File: src/hw/fmc_map.svh
/*
  Register offsets, field positions, reset values and decode figures
  of the fan monitor configuration bank.
  Assumes an 8-bit register address space reached by byte offsets.
*/
`ifndef FMC_MAP_SVH
`define FMC_MAP_SVH

// Register offsets
`define FMC_OFS_PULSE_SEL   8'h7b
`define FMC_OFS_CFG5        8'h7c
`define FMC_OFS_CFG4        8'h7d

// Reset values
`define FMC_RST_PULSE_SEL   8'h55
`define FMC_RST_CFG5        8'h00
`define FMC_RST_CFG4        8'h00

// Configuration five fields
`define FMC_C5_TWOS         0
`define FMC_C5_BAND         1
`define FMC_C5_GDIR         2
`define FMC_C5_GPOL         3

// Configuration four fields
`define FMC_C4_ROLE_LO      0
`define FMC_C4_THR_LO       2
`define FMC_C4_BYPASS       5
`define FMC_C4_WMASK        8'h2f

// Sense thresholds in millivolts
`define FMC_THR_MV0         8'd20
`define FMC_THR_MV1         8'd40
`define FMC_THR_MV2         8'd80
`define FMC_THR_MV3         8'd130

// Offset of the offset-64 temperature format
`define FMC_TEMP_OFFSET     10'sd64

`endif

File: src/hw/fmc_pkg.sv
/*
  Types of the fan monitor configuration bank.
  Assumes fmc_map.svh is on the include path.
*/
package fmc_pkg;

  // Roles of the multi-function pin
  typedef enum logic [1:0] {
    FMC_ROLE_TACH,
    FMC_ROLE_THERMAL,
    FMC_ROLE_ALERT,
    FMC_ROLE_GENERAL
  } fmc_role_t;

  // Register port request
  typedef struct packed {
    logic [7:0] addr;
    logic [7:0] wdata;
    logic       wr;
    logic       rd;
  } fmc_req_t;

  // Register port answer
  typedef struct packed {
    logic [7:0] rdata;
    logic       rvalid;
  } fmc_rsp_t;

  // Drive of the multi-function pin
  typedef struct packed {
    logic out;
    logic oe;
  } fmc_pin_t;

  // Settings presented to the measurement logic
  typedef struct packed {
    logic [3:0][2:0] pulses;
    logic            twos_compl;
    logic            drive_frequency_band;
    logic            fourth_speed_sense_input;
    logic            thermal_monitor_en;
    logic            alert_on_pin;
    logic [7:0]      two_wire_sense_threshold;
    logic            supply_attenuator_bypass;
  } fmc_cfg_t;

endpackage : fmc_pkg

File: src/hw/fmc_config_regs.sv
/*
  Configuration bank of a thermal monitor and fan controller: pulse
  count select, configuration five and configuration four, with decode
  of their settings, multi-function pin drive and format-aware
  temperature interpretation.
  The pulse count select register is never frozen; configuration four
  and five ignore writes while the lock level is high.
  Every setting handed to the measurement logic is decoded from the
  value being stored, so it changes on the same edge as the register.
  The multi-function pin is driven open drain in its thermal and alert
  roles and push-pull as a general output.
  Temperatures are reconverted whenever the format bit changes, so
  limits and readings always compare in one format.
  Assumes a synchronous register port with read data one cycle after
  the read strobe, a lock level from elsewhere, and synchronous pins.
  Assumes the thermal enable bit and the assert requests come from
  registered logic of the same clock.
  Assumes temperature and limit codes are stable for a cycle before
  the conversion is used.
*/
// What this block does
// - Two-bit code counts one to four pulses
// - Four fan fields, reset value 0x55
// - Config five bit0 picks temperature format
// - Temperatures follow the newly selected format
// - Config five bit1 picks drive frequency band
// - Bit2 sets general pin direction
// - Bit3 sets general pin output polarity
// - Config four bits1:0 pick pin role
// - Bits3:2 pick two-wire tach threshold
// - Bit5 bypasses supply channel attenuator
// - Lock freezes config four and five
// - Config registers reset to 0x00
// - Thermal monitoring needs enable and role
`timescale 1ns/1ps
`include "fmc_map.svh"

module fmc_config_regs
  import fmc_pkg::*;
#(
  parameter int ADDR_W = 8
)
(
  input  wire logic             clock,
  input  wire logic             arst_n,
  input  wire fmc_req_t         req,
  output fmc_rsp_t              rsp,
  input  wire logic             global_lock,
  input  wire logic             thermal_enable_cfg,
  input  wire logic             thermal_assert_req,
  input  wire logic             alert_assert_req,
  input  wire logic             general_pin_assert,
  input  wire logic             pin_in,
  output fmc_pin_t              pin,
  output logic                  general_pin_level,
  output fmc_cfg_t              cfg,
  input  wire logic [7:0]       temp_code,
  input  wire logic [7:0]       limit_code,
  output logic signed [9:0]     temp_celsius,
  output logic                  temp_over_limit
);

  ////////////////////////////////////////////////////////////////////
  // Elaboration check

  // Address width must match the byte offsets
  if (ADDR_W != 8)
  begin : g_bad_addr
    $error("fmc_config_regs serves only an 8-bit register address");
  end

  // Field positions must stay inside an 8-bit register
  if (`FMC_C5_GPOL > 7 || `FMC_C4_BYPASS > 7 || `FMC_C4_THR_LO > 6)
  begin : g_bad_field
    $error("fmc_config_regs has a field outside its register");
  end

  // Unused bits of configuration four must never be writable
  if ((`FMC_C4_WMASK & 8'hd0) != 8'h00)
  begin : g_bad_mask
    $error("fmc_config_regs lets unused bits be written");
  end

  // The three offsets must select distinct registers
  if (`FMC_OFS_PULSE_SEL == `FMC_OFS_CFG5 || `FMC_OFS_CFG5 == `FMC_OFS_CFG4 ||
      `FMC_OFS_PULSE_SEL == `FMC_OFS_CFG4)
  begin : g_bad_ofs
    $error("fmc_config_regs has overlapping register offsets");
  end

  ////////////////////////////////////////////////////////////////////
  // Functions

  // Pulses counted for a two-bit code
  function automatic logic [2:0] pulses_of(input logic [1:0] code);
    pulses_of = {1'b0, code} + 3'd1;
  endfunction : pulses_of

  // Temperature code to degrees in the selected format
  function automatic logic signed [9:0] to_celsius(
    input logic [7:0] code,
    input logic       twos
  );
    if (twos)
    begin
      to_celsius = {{2{code[7]}}, code};
    end
    else
    begin
      to_celsius = $signed({2'b00, code}) - `FMC_TEMP_OFFSET;
    end
  endfunction : to_celsius

  // Threshold in millivolts for a two-bit code
  function automatic logic [7:0] threshold_mv(input logic [1:0] code);
    unique case (code)
      2'b00:   threshold_mv = `FMC_THR_MV0;
      2'b01:   threshold_mv = `FMC_THR_MV1;
      2'b10:   threshold_mv = `FMC_THR_MV2;
      2'b11:   threshold_mv = `FMC_THR_MV3;
    endcase
  endfunction : threshold_mv

  // One-hot select of the register at an offset, zero if unmapped
  function automatic logic [2:0] reg_select(input logic [7:0] addr);
    unique case (addr)
      `FMC_OFS_PULSE_SEL: reg_select = 3'b001;
      `FMC_OFS_CFG5:      reg_select = 3'b010;
      `FMC_OFS_CFG4:      reg_select = 3'b100;
      default:            reg_select = 3'b000;
    endcase
  endfunction : reg_select

  ////////////////////////////////////////////////////////////////////
  // State

  // Everything the block keeps, registered as one word
  typedef struct packed {
    logic [7:0]        pulse_sel;
    logic [7:0]        cfg5;
    logic [7:0]        cfg4;
    fmc_rsp_t          rsp;
    fmc_pin_t          pin;
    logic              general_pin_level;
    fmc_cfg_t          cfg;
    logic signed [9:0] temp_celsius;
    logic              temp_over_limit;
  } fmc_state_t;

  // Present and next value of the whole state
  fmc_state_t state;
  fmc_state_t next_state;

  // Register contents being stored, seen by the decode
  logic [7:0]        pulse_sel_now;
  logic [7:0]        cfg5_now;
  logic [7:0]        cfg4_now;
  fmc_role_t         role;
  logic signed [9:0] limit_celsius;
  logic signed [9:0] reading_celsius;

  // One-hot register select of the write and the read strobe
  logic [2:0]        wr_sel;
  logic [2:0]        rd_sel;

  ////////////////////////////////////////////////////////////////////
  // Next state

  // Register writes, read answer and setting decode
  always_comb
  begin
    next_state = state;

    // Register selected by each strobe, none for unmapped offsets
    wr_sel = req.wr ? reg_select(req.addr) : 3'b000;
    rd_sel = req.rd ? reg_select(req.addr) : 3'b000;

    // Pulse count select is never frozen by the lock
    if (wr_sel[0])
    begin
      next_state.pulse_sel = req.wdata;
    end

    // Configuration five ignores writes while locked
    if (wr_sel[1] && !global_lock)
    begin
      next_state.cfg5 = req.wdata;
    end

    // Configuration four ignores writes while locked, unused bits stay zero
    if (wr_sel[2] && !global_lock)
    begin
      next_state.cfg4 = req.wdata & `FMC_C4_WMASK;
    end

    // Read data in the cycle after the strobe only, zero otherwise
    next_state.rsp.rvalid = req.rd;
    next_state.rsp.rdata  = 8'h00;
    if (rd_sel[0])
    begin
      next_state.rsp.rdata = state.pulse_sel;
    end
    if (rd_sel[1])
    begin
      next_state.rsp.rdata = state.cfg5;
    end
    if (rd_sel[2])
    begin
      next_state.rsp.rdata = state.cfg4;
    end

    // Settings decoded from the values being stored, same edge
    pulse_sel_now = next_state.pulse_sel;
    cfg5_now      = next_state.cfg5;
    cfg4_now      = next_state.cfg4;
    role          = fmc_role_t'(cfg4_now[`FMC_C4_ROLE_LO +: 2]);

    // Pulse counts per fan channel
    for (int i = 0; i < 4; i++)
    begin
      next_state.cfg.pulses[i] = pulses_of(pulse_sel_now[2*i +: 2]);
    end

    // Format and drive band straight from configuration five
    next_state.cfg.twos_compl = cfg5_now[`FMC_C5_TWOS];
    next_state.cfg.drive_frequency_band = cfg5_now[`FMC_C5_BAND];

    // Pin role flags
    next_state.cfg.fourth_speed_sense_input = (role == FMC_ROLE_TACH);
    next_state.cfg.alert_on_pin = (role == FMC_ROLE_ALERT);

    // Thermal monitoring needs both its enable and the thermal role
    next_state.cfg.thermal_monitor_en =
      thermal_enable_cfg && (role == FMC_ROLE_THERMAL);

    // Threshold applies in low-frequency drive only
    next_state.cfg.two_wire_sense_threshold =
      cfg5_now[`FMC_C5_BAND] ? threshold_mv(cfg4_now[`FMC_C4_THR_LO +: 2])
                             : 8'h00;

    // Supply channel attenuator bypass
    next_state.cfg.supply_attenuator_bypass = cfg4_now[`FMC_C4_BYPASS];

    // Multi-function pin drive, open drain for thermal and alert
    next_state.pin.out = 1'b0;
    next_state.pin.oe  = 1'b0;
    unique case (role)
      // Fourth tach input, never driven
      FMC_ROLE_TACH:
      begin
        next_state.pin.oe = 1'b0;
      end
      // Thermal output pulls low on request
      FMC_ROLE_THERMAL:
      begin
        next_state.pin.oe = thermal_assert_req;
      end
      // Alert output pulls low on request
      FMC_ROLE_ALERT:
      begin
        next_state.pin.oe = alert_assert_req;
      end
      // General pin, driven only as an output
      FMC_ROLE_GENERAL:
      begin
        if (cfg5_now[`FMC_C5_GDIR])
        begin
          next_state.pin.oe  = 1'b1;
          next_state.pin.out =
            cfg5_now[`FMC_C5_GPOL] ? general_pin_assert
                                   : !general_pin_assert;
        end
      end
    endcase

    // Input level of the general pin, zero unless it is an input
    next_state.general_pin_level =
      (role == FMC_ROLE_GENERAL) && !cfg5_now[`FMC_C5_GDIR] && pin_in;

    // Reading and limit both in the format now selected
    reading_celsius = to_celsius(temp_code, cfg5_now[`FMC_C5_TWOS]);
    limit_celsius   = to_celsius(limit_code, cfg5_now[`FMC_C5_TWOS]);

    // Converted reading and its comparison against the limit
    next_state.temp_celsius    = reading_celsius;
    next_state.temp_over_limit = reading_celsius > limit_celsius;
  end

  ////////////////////////////////////////////////////////////////////
  // State register

  // Reset values match the decode of the reset contents
  always_ff @(posedge clock or negedge arst_n)
  begin
    if (!arst_n)
    begin
      // Stored registers
      state.pulse_sel  <= `FMC_RST_PULSE_SEL;
      state.cfg5       <= `FMC_RST_CFG5;
      state.cfg4       <= `FMC_RST_CFG4;

      // Port answer and pin drive
      state.rsp        <= '0;
      state.pin        <= '0;
      state.general_pin_level <= 1'b0;

      // Settings decoded from the reset contents
      state.cfg.pulses <= {4{3'd2}};
      state.cfg.twos_compl <= 1'b0;
      state.cfg.drive_frequency_band <= 1'b0;
      state.cfg.fourth_speed_sense_input <= 1'b1;
      state.cfg.thermal_monitor_en <= 1'b0;
      state.cfg.alert_on_pin <= 1'b0;
      state.cfg.two_wire_sense_threshold <= 8'h00;
      state.cfg.supply_attenuator_bypass <= 1'b0;

      // Temperature outputs
      state.temp_celsius    <= '0;
      state.temp_over_limit <= 1'b0;
    end
    else
    begin
      state <= next_state;
    end
  end

  ////////////////////////////////////////////////////////////////////
  // Outputs straight from the state register

  // Register port answer
  assign rsp               = state.rsp;

  // Pin drive and sensed level
  assign pin               = state.pin;
  assign general_pin_level = state.general_pin_level;

  // Settings for the measurement logic
  assign cfg               = state.cfg;

  // Converted temperature and limit flag
  assign temp_celsius      = state.temp_celsius;
  assign temp_over_limit   = state.temp_over_limit;

endmodule : fmc_config_regs

File: config.mk
export PLATFORM = sky130hd
export DESIGN_NAME = fmc_config_regs
export DESIGN_NICKNAME = d
export VERILOG_FILES = /design/src/hw/fmc_pkg.sv /design/src/hw/fmc_config_regs.sv
export VERILOG_INCLUDE_DIRS = /design/src /design/src/hw
export SDC_FILE = /design/constraint.sdc
export NUM_CORES = 1
export LEC_CHECK = 0
export BUFFER_PORTS_ARGS = -buffer_cell sky130_fd_sc_hd__buf_2
export CAP_MARGIN = 20
export CORE_UTILIZATION = 51
export DETAILED_ROUTE_END_ITERATION = 10
export GPL_ROUTABILITY_DRIVEN = 1
export PLACE_DENSITY_LB_ADDON = 0.2
export SLEW_MARGIN = 20
export SYNTH_ARGS = -nofsm -noshare
export SYNTH_HDL_FRONTEND = slang
export SYNTH_SLANG_ARGS = --single-unit
File: constraint.sdc
create_clock -name clock -period 2.39 [get_ports clock]
set_input_delay 0.3585 -clock clock [delete_from_list [all_inputs] [get_ports clock]]
set_output_delay 0.3585 -clock clock [all_outputs]
set_load 0.05 [all_outputs]
==> key figures <==
Run status
  – Status: finished, final reports clean

Setup path
  – Maximum fanout along the worst path: 5
  – Worst r2r path cells: 7
  – Critical path's slowest cell: mux2i_4
  – Slowest stage delay, CP: about 0.42 ns
  – FF-to-FF Start: state[57]$_DFF_PN0_
  – CP Cell Sequence: buf_6, or3b_4, nor3_4, mux2i_4, nor2_2, a21oi_2, ha_1, nand2b_1, a21boi_1, a32o_1
  – Critical path arrival: 2.60 ns
  – CP endpoint kind: register
  – Crit Path Category: input port to register
  – CP Data Required Time: ~2.6 ns
  – R2r setup slk: between 0.4 and 0.5 ns
  – Setup crit start kind: input port
  – Reg-to-reg endpoint: temp_over_limit$_DFF_PN0_

Floorplanning
  – Die area: just over 6000 um^2
  – Boundary Pins: 91
  – Die Ht: between 70 and 80 um
  – Initial Utilization: between 50% and 60%
  – CORE AREA: around 5500 um^2
  – Die X: just under 80 um
  – Site Rows: 27

Routing
  – WL per Instance: around 13 um
  – TritonRoute pass-1 iters: 4
  – Vias: approximately 1900
  – DRT iter0 DRCs: 95
  – DRC Markers: 0
  – Detail Route Antenna Nets: 0
  – DR vias/cell: between 4 and 5
  – Drt total wl: 5310 um

Yosys
  – Synth Register Bits: 63
  – Area fraction in compound gates after synthesis: 6.109%
  – Simple-gate share of the synthesized area: between 8 and 9%
  – Synth top area share: between 40% and 50%
  – Post-synth top flop: dfrtp_1
  – Synth Instances: 253
  – Share of the yosys chip area belonging to registers: a little over half
  – Warnings from Yosys: 0
  – Post-synthesis xor/xnor area fraction: less than 1%
  – Synth area leader: dfrtp_1
  – Largest family of logic cells by synthesized area: buffers and inverters
  – Synth area leaders: dfrtp_1 (46%), buf_4 (12%), dfstp_2 (8.1%)
  – Post-synthesis mux area share: roughly 8.2%
  – Number of flops mapped to enable cells by yosys: 0
  – Syn avg cell area: roughly 12 um^2
  – Mapped Area: around 2900 um^2
  – Adder-Cell Fraction of Synth Area: approximately 6%
  – Post-synth ARST share: 100.0%
  – Yosys cell types: 39
  – Post-synth net total: slightly above 300

Pwr
  – Logic pwr share: around 15%
  – Clock power share: between 30 and 40%
  – Total Power: between 2 and 2.5 mW
  – Sequential power share: between 50 and 60%
  – Sw Pwr: slightly above 0.6 mW
  – Leak Pwr: around 1.9 nW
  – VDD IR max: 316.8 uV
  – Switching part of the total: about 28%
  – Int Pwr: around 1.6 mW
  – Power Density: between 600 and 700 nW/um^2

CTS
  – Clk slew on worst S/H paths: around 0.06 ns
  – Hold-fix buffers, CTS: 0
  – Htree depth: 3
  – CTS tree: done
  – CTS max path bufs: 2
  – Num CTS Buffers: 9
  – Root buffer cell: clkbuf_8
  – Worst skew pair latency: around 0.33 ns
  – CTS sink count: 63

GRT
  – Grt total ovfl: 0
  – First-pass GRT wire length: 8569 um
  – All-Layer GR Usage: roughly a fifth
  – Largest net degree at the start of global routing: 33
  – Number of global-route vias before repair: around 1900
  – Initial antenna violation count: 0

Layout
  – Final Core Density: approximately 64%
  – Layout cells sized above 1: between 40% and 50%
  – Nets: 380
  – Antenna cells: 0
  – Synth-to-Final Area Change: 19.56%
  – Post-route cell area: 3502 um^2

Placed design
  – Post-DP HPWL: between 3000 and 4000 um
  – Gp weighted congestion: 0.7721
  – Placed instance area: about 3300 um^2
  – Port bufs: 89

Worst hold path
  – Hold Path Class: input port to asynchronous set/reset pin

STA
  – Skew final: 0.005261 ns
  – Final period util: 99.50%
  – Final setup TNS: 0 ns
  – Worst Max-Slew Pin Slew: just over 0.7 ns
  – Post-route minimum period: 2.378 ns
  – Final setup viols: 0
  – Max Slew Vio Count: 0
  – RSZ-0062 raised after global routing: true
  – Hold Vio Cnt, Final: 0
  – Rel. slew slack: 52.29%
  – Maximum operating frequency: ~420 MHz

Run
  – Total of max-cap violations: 0
==> synth_stat cells, types with 3 or more instances <==
cell,count
ha_1,14
o21ai_0,5
buf_4,47
nor2_1,14
dfrtp_1,54
a22o_1,3
nor3_1,4
mux2_2,12
a31oi_1,4
dfstp_2,9
mux2i_1,8
inv_1,26
a21oi_1,5
a22oi_1,3
nand2_1,15
==> power by group through the flow <==
stage,Combinational (mW),Sequential (mW),Clock (mW)
finish,0.337,1.13,0.750
global route,0.366,1.13,0.821
CTS,0.321,1.13,0.772
detailed placement,0.320,1.14,0
global placement,0.313,1.15,0
floorplan,0.215,1.16,0
==> how the worst max path moves through the flow <==
stage                                      endpoint  slack (ns)    start  cells after the start
after detailed placement  temp_over_limit$_DFF_PN0_       -0.31  req[10]                     12
after floorplan           temp_over_limit$_DFF_PN0_       -0.22  req[10]                      9
after global placement    temp_over_limit$_DFF_PN0_       -0.19  req[10]                     10
after global routing      temp_over_limit$_DFF_PN0_       -0.07  req[11]                     12
final                     temp_over_limit$_DFF_PN0_        0.01  req[11]                     10
after CTS                 temp_over_limit$_DFF_PN0_        0.04  req[10]                     12
==> critical path: cells and delay by family <==
family                     cells  cell delay, ns
and+or+nand+nor                4            0.99
muxes                          1            0.42
adders and majority gates      1            0.27
buffers and inverters          1            0.09
AOI/OAI and AO/OA              3            0.46
==> sequential cells by signal (all words and copies together), names as in the netlist <==
signal / cells
rsp: 9
state: 21
temp_over_limit: 1
general_pin_level: 1
temp_celsius: 9
pin: 2
cfg: 20
==> kinds of logic (layout without fill, tap and decap cells) <==
kind of cell	after synthesis	after routing
XOR/XNOR	3	3
AND/OR/NAND/NOR	50	50
flip-flops	63	63
multiplexers	22	23
AO/OA/AOI/OAI	26	26
other	1	1
adder cells (fa/ha/maj)	14	14
buffers and inverters	74	149
==> placed cells by master, fill, tap and decap left out, types with 3 or more instances in the layout <==
cell type and count:
inv_1 25, nor2_1 11, clkbuf_1 3, a31oi_1 4
o21ai_0 3, nor2_2 3, dfrtp_1 54, nor3_1 3
mux2i_1 8, a21oi_2 3, clkinv_2 3, buf_6 3
a22oi_1 3, buf_2 87, a22o_1 3, clkbuf_8 9
nand2_1 15, ha_1 14, dfstp_2 9, buf_4 16
mux2_2 12
==> layout make-up <==
type                       instances  area (um^2)
fill                             454         2004
sequential                        63         1588
multi-input combinational        117        959.7
timing repair buffer             107        609.3
clock buffer                      12        135.1
inverter                          26        97.59
tap                               72        90.09
clock inverter                     4        22.52
==> metrics by stage <==
| step | setup WS (ns) | std cells | hold WS [ns] |
|---|---|---|---|
| after global routing | -0.07027 | 401 | 0.1343 |
| after CTS | 0.03774 | 398 | 0.08823 |
| final | 0.01201 | 401 | 0.07468 |
| after floorplan | -0.2222 | 253 | 0.06291 |
| after detailed placement | -0.3141 | 382 | 0.4564 |
| after global placement | -0.1944 | 382 | 0.4535 |
==> routing by layer <==
layer | vias to the layer above | global-route usage, % | wire [um]
li1 | 943 | - | -
met4 | 0 | 9.623 | 132
met2 | 64 | 30.88 | 2555
met5 | - | 0 | 0
met1 | 909 | 22.85 | 2286
met3 | 12 | 5.765 | 335
==> timing repair <==
action                     4_1_cts  5_1_grt
gates resized for setup          0       17
setup buffers                    0        2
setup endpoints to repair        0        1
Power figures use the tool's default switching activity.
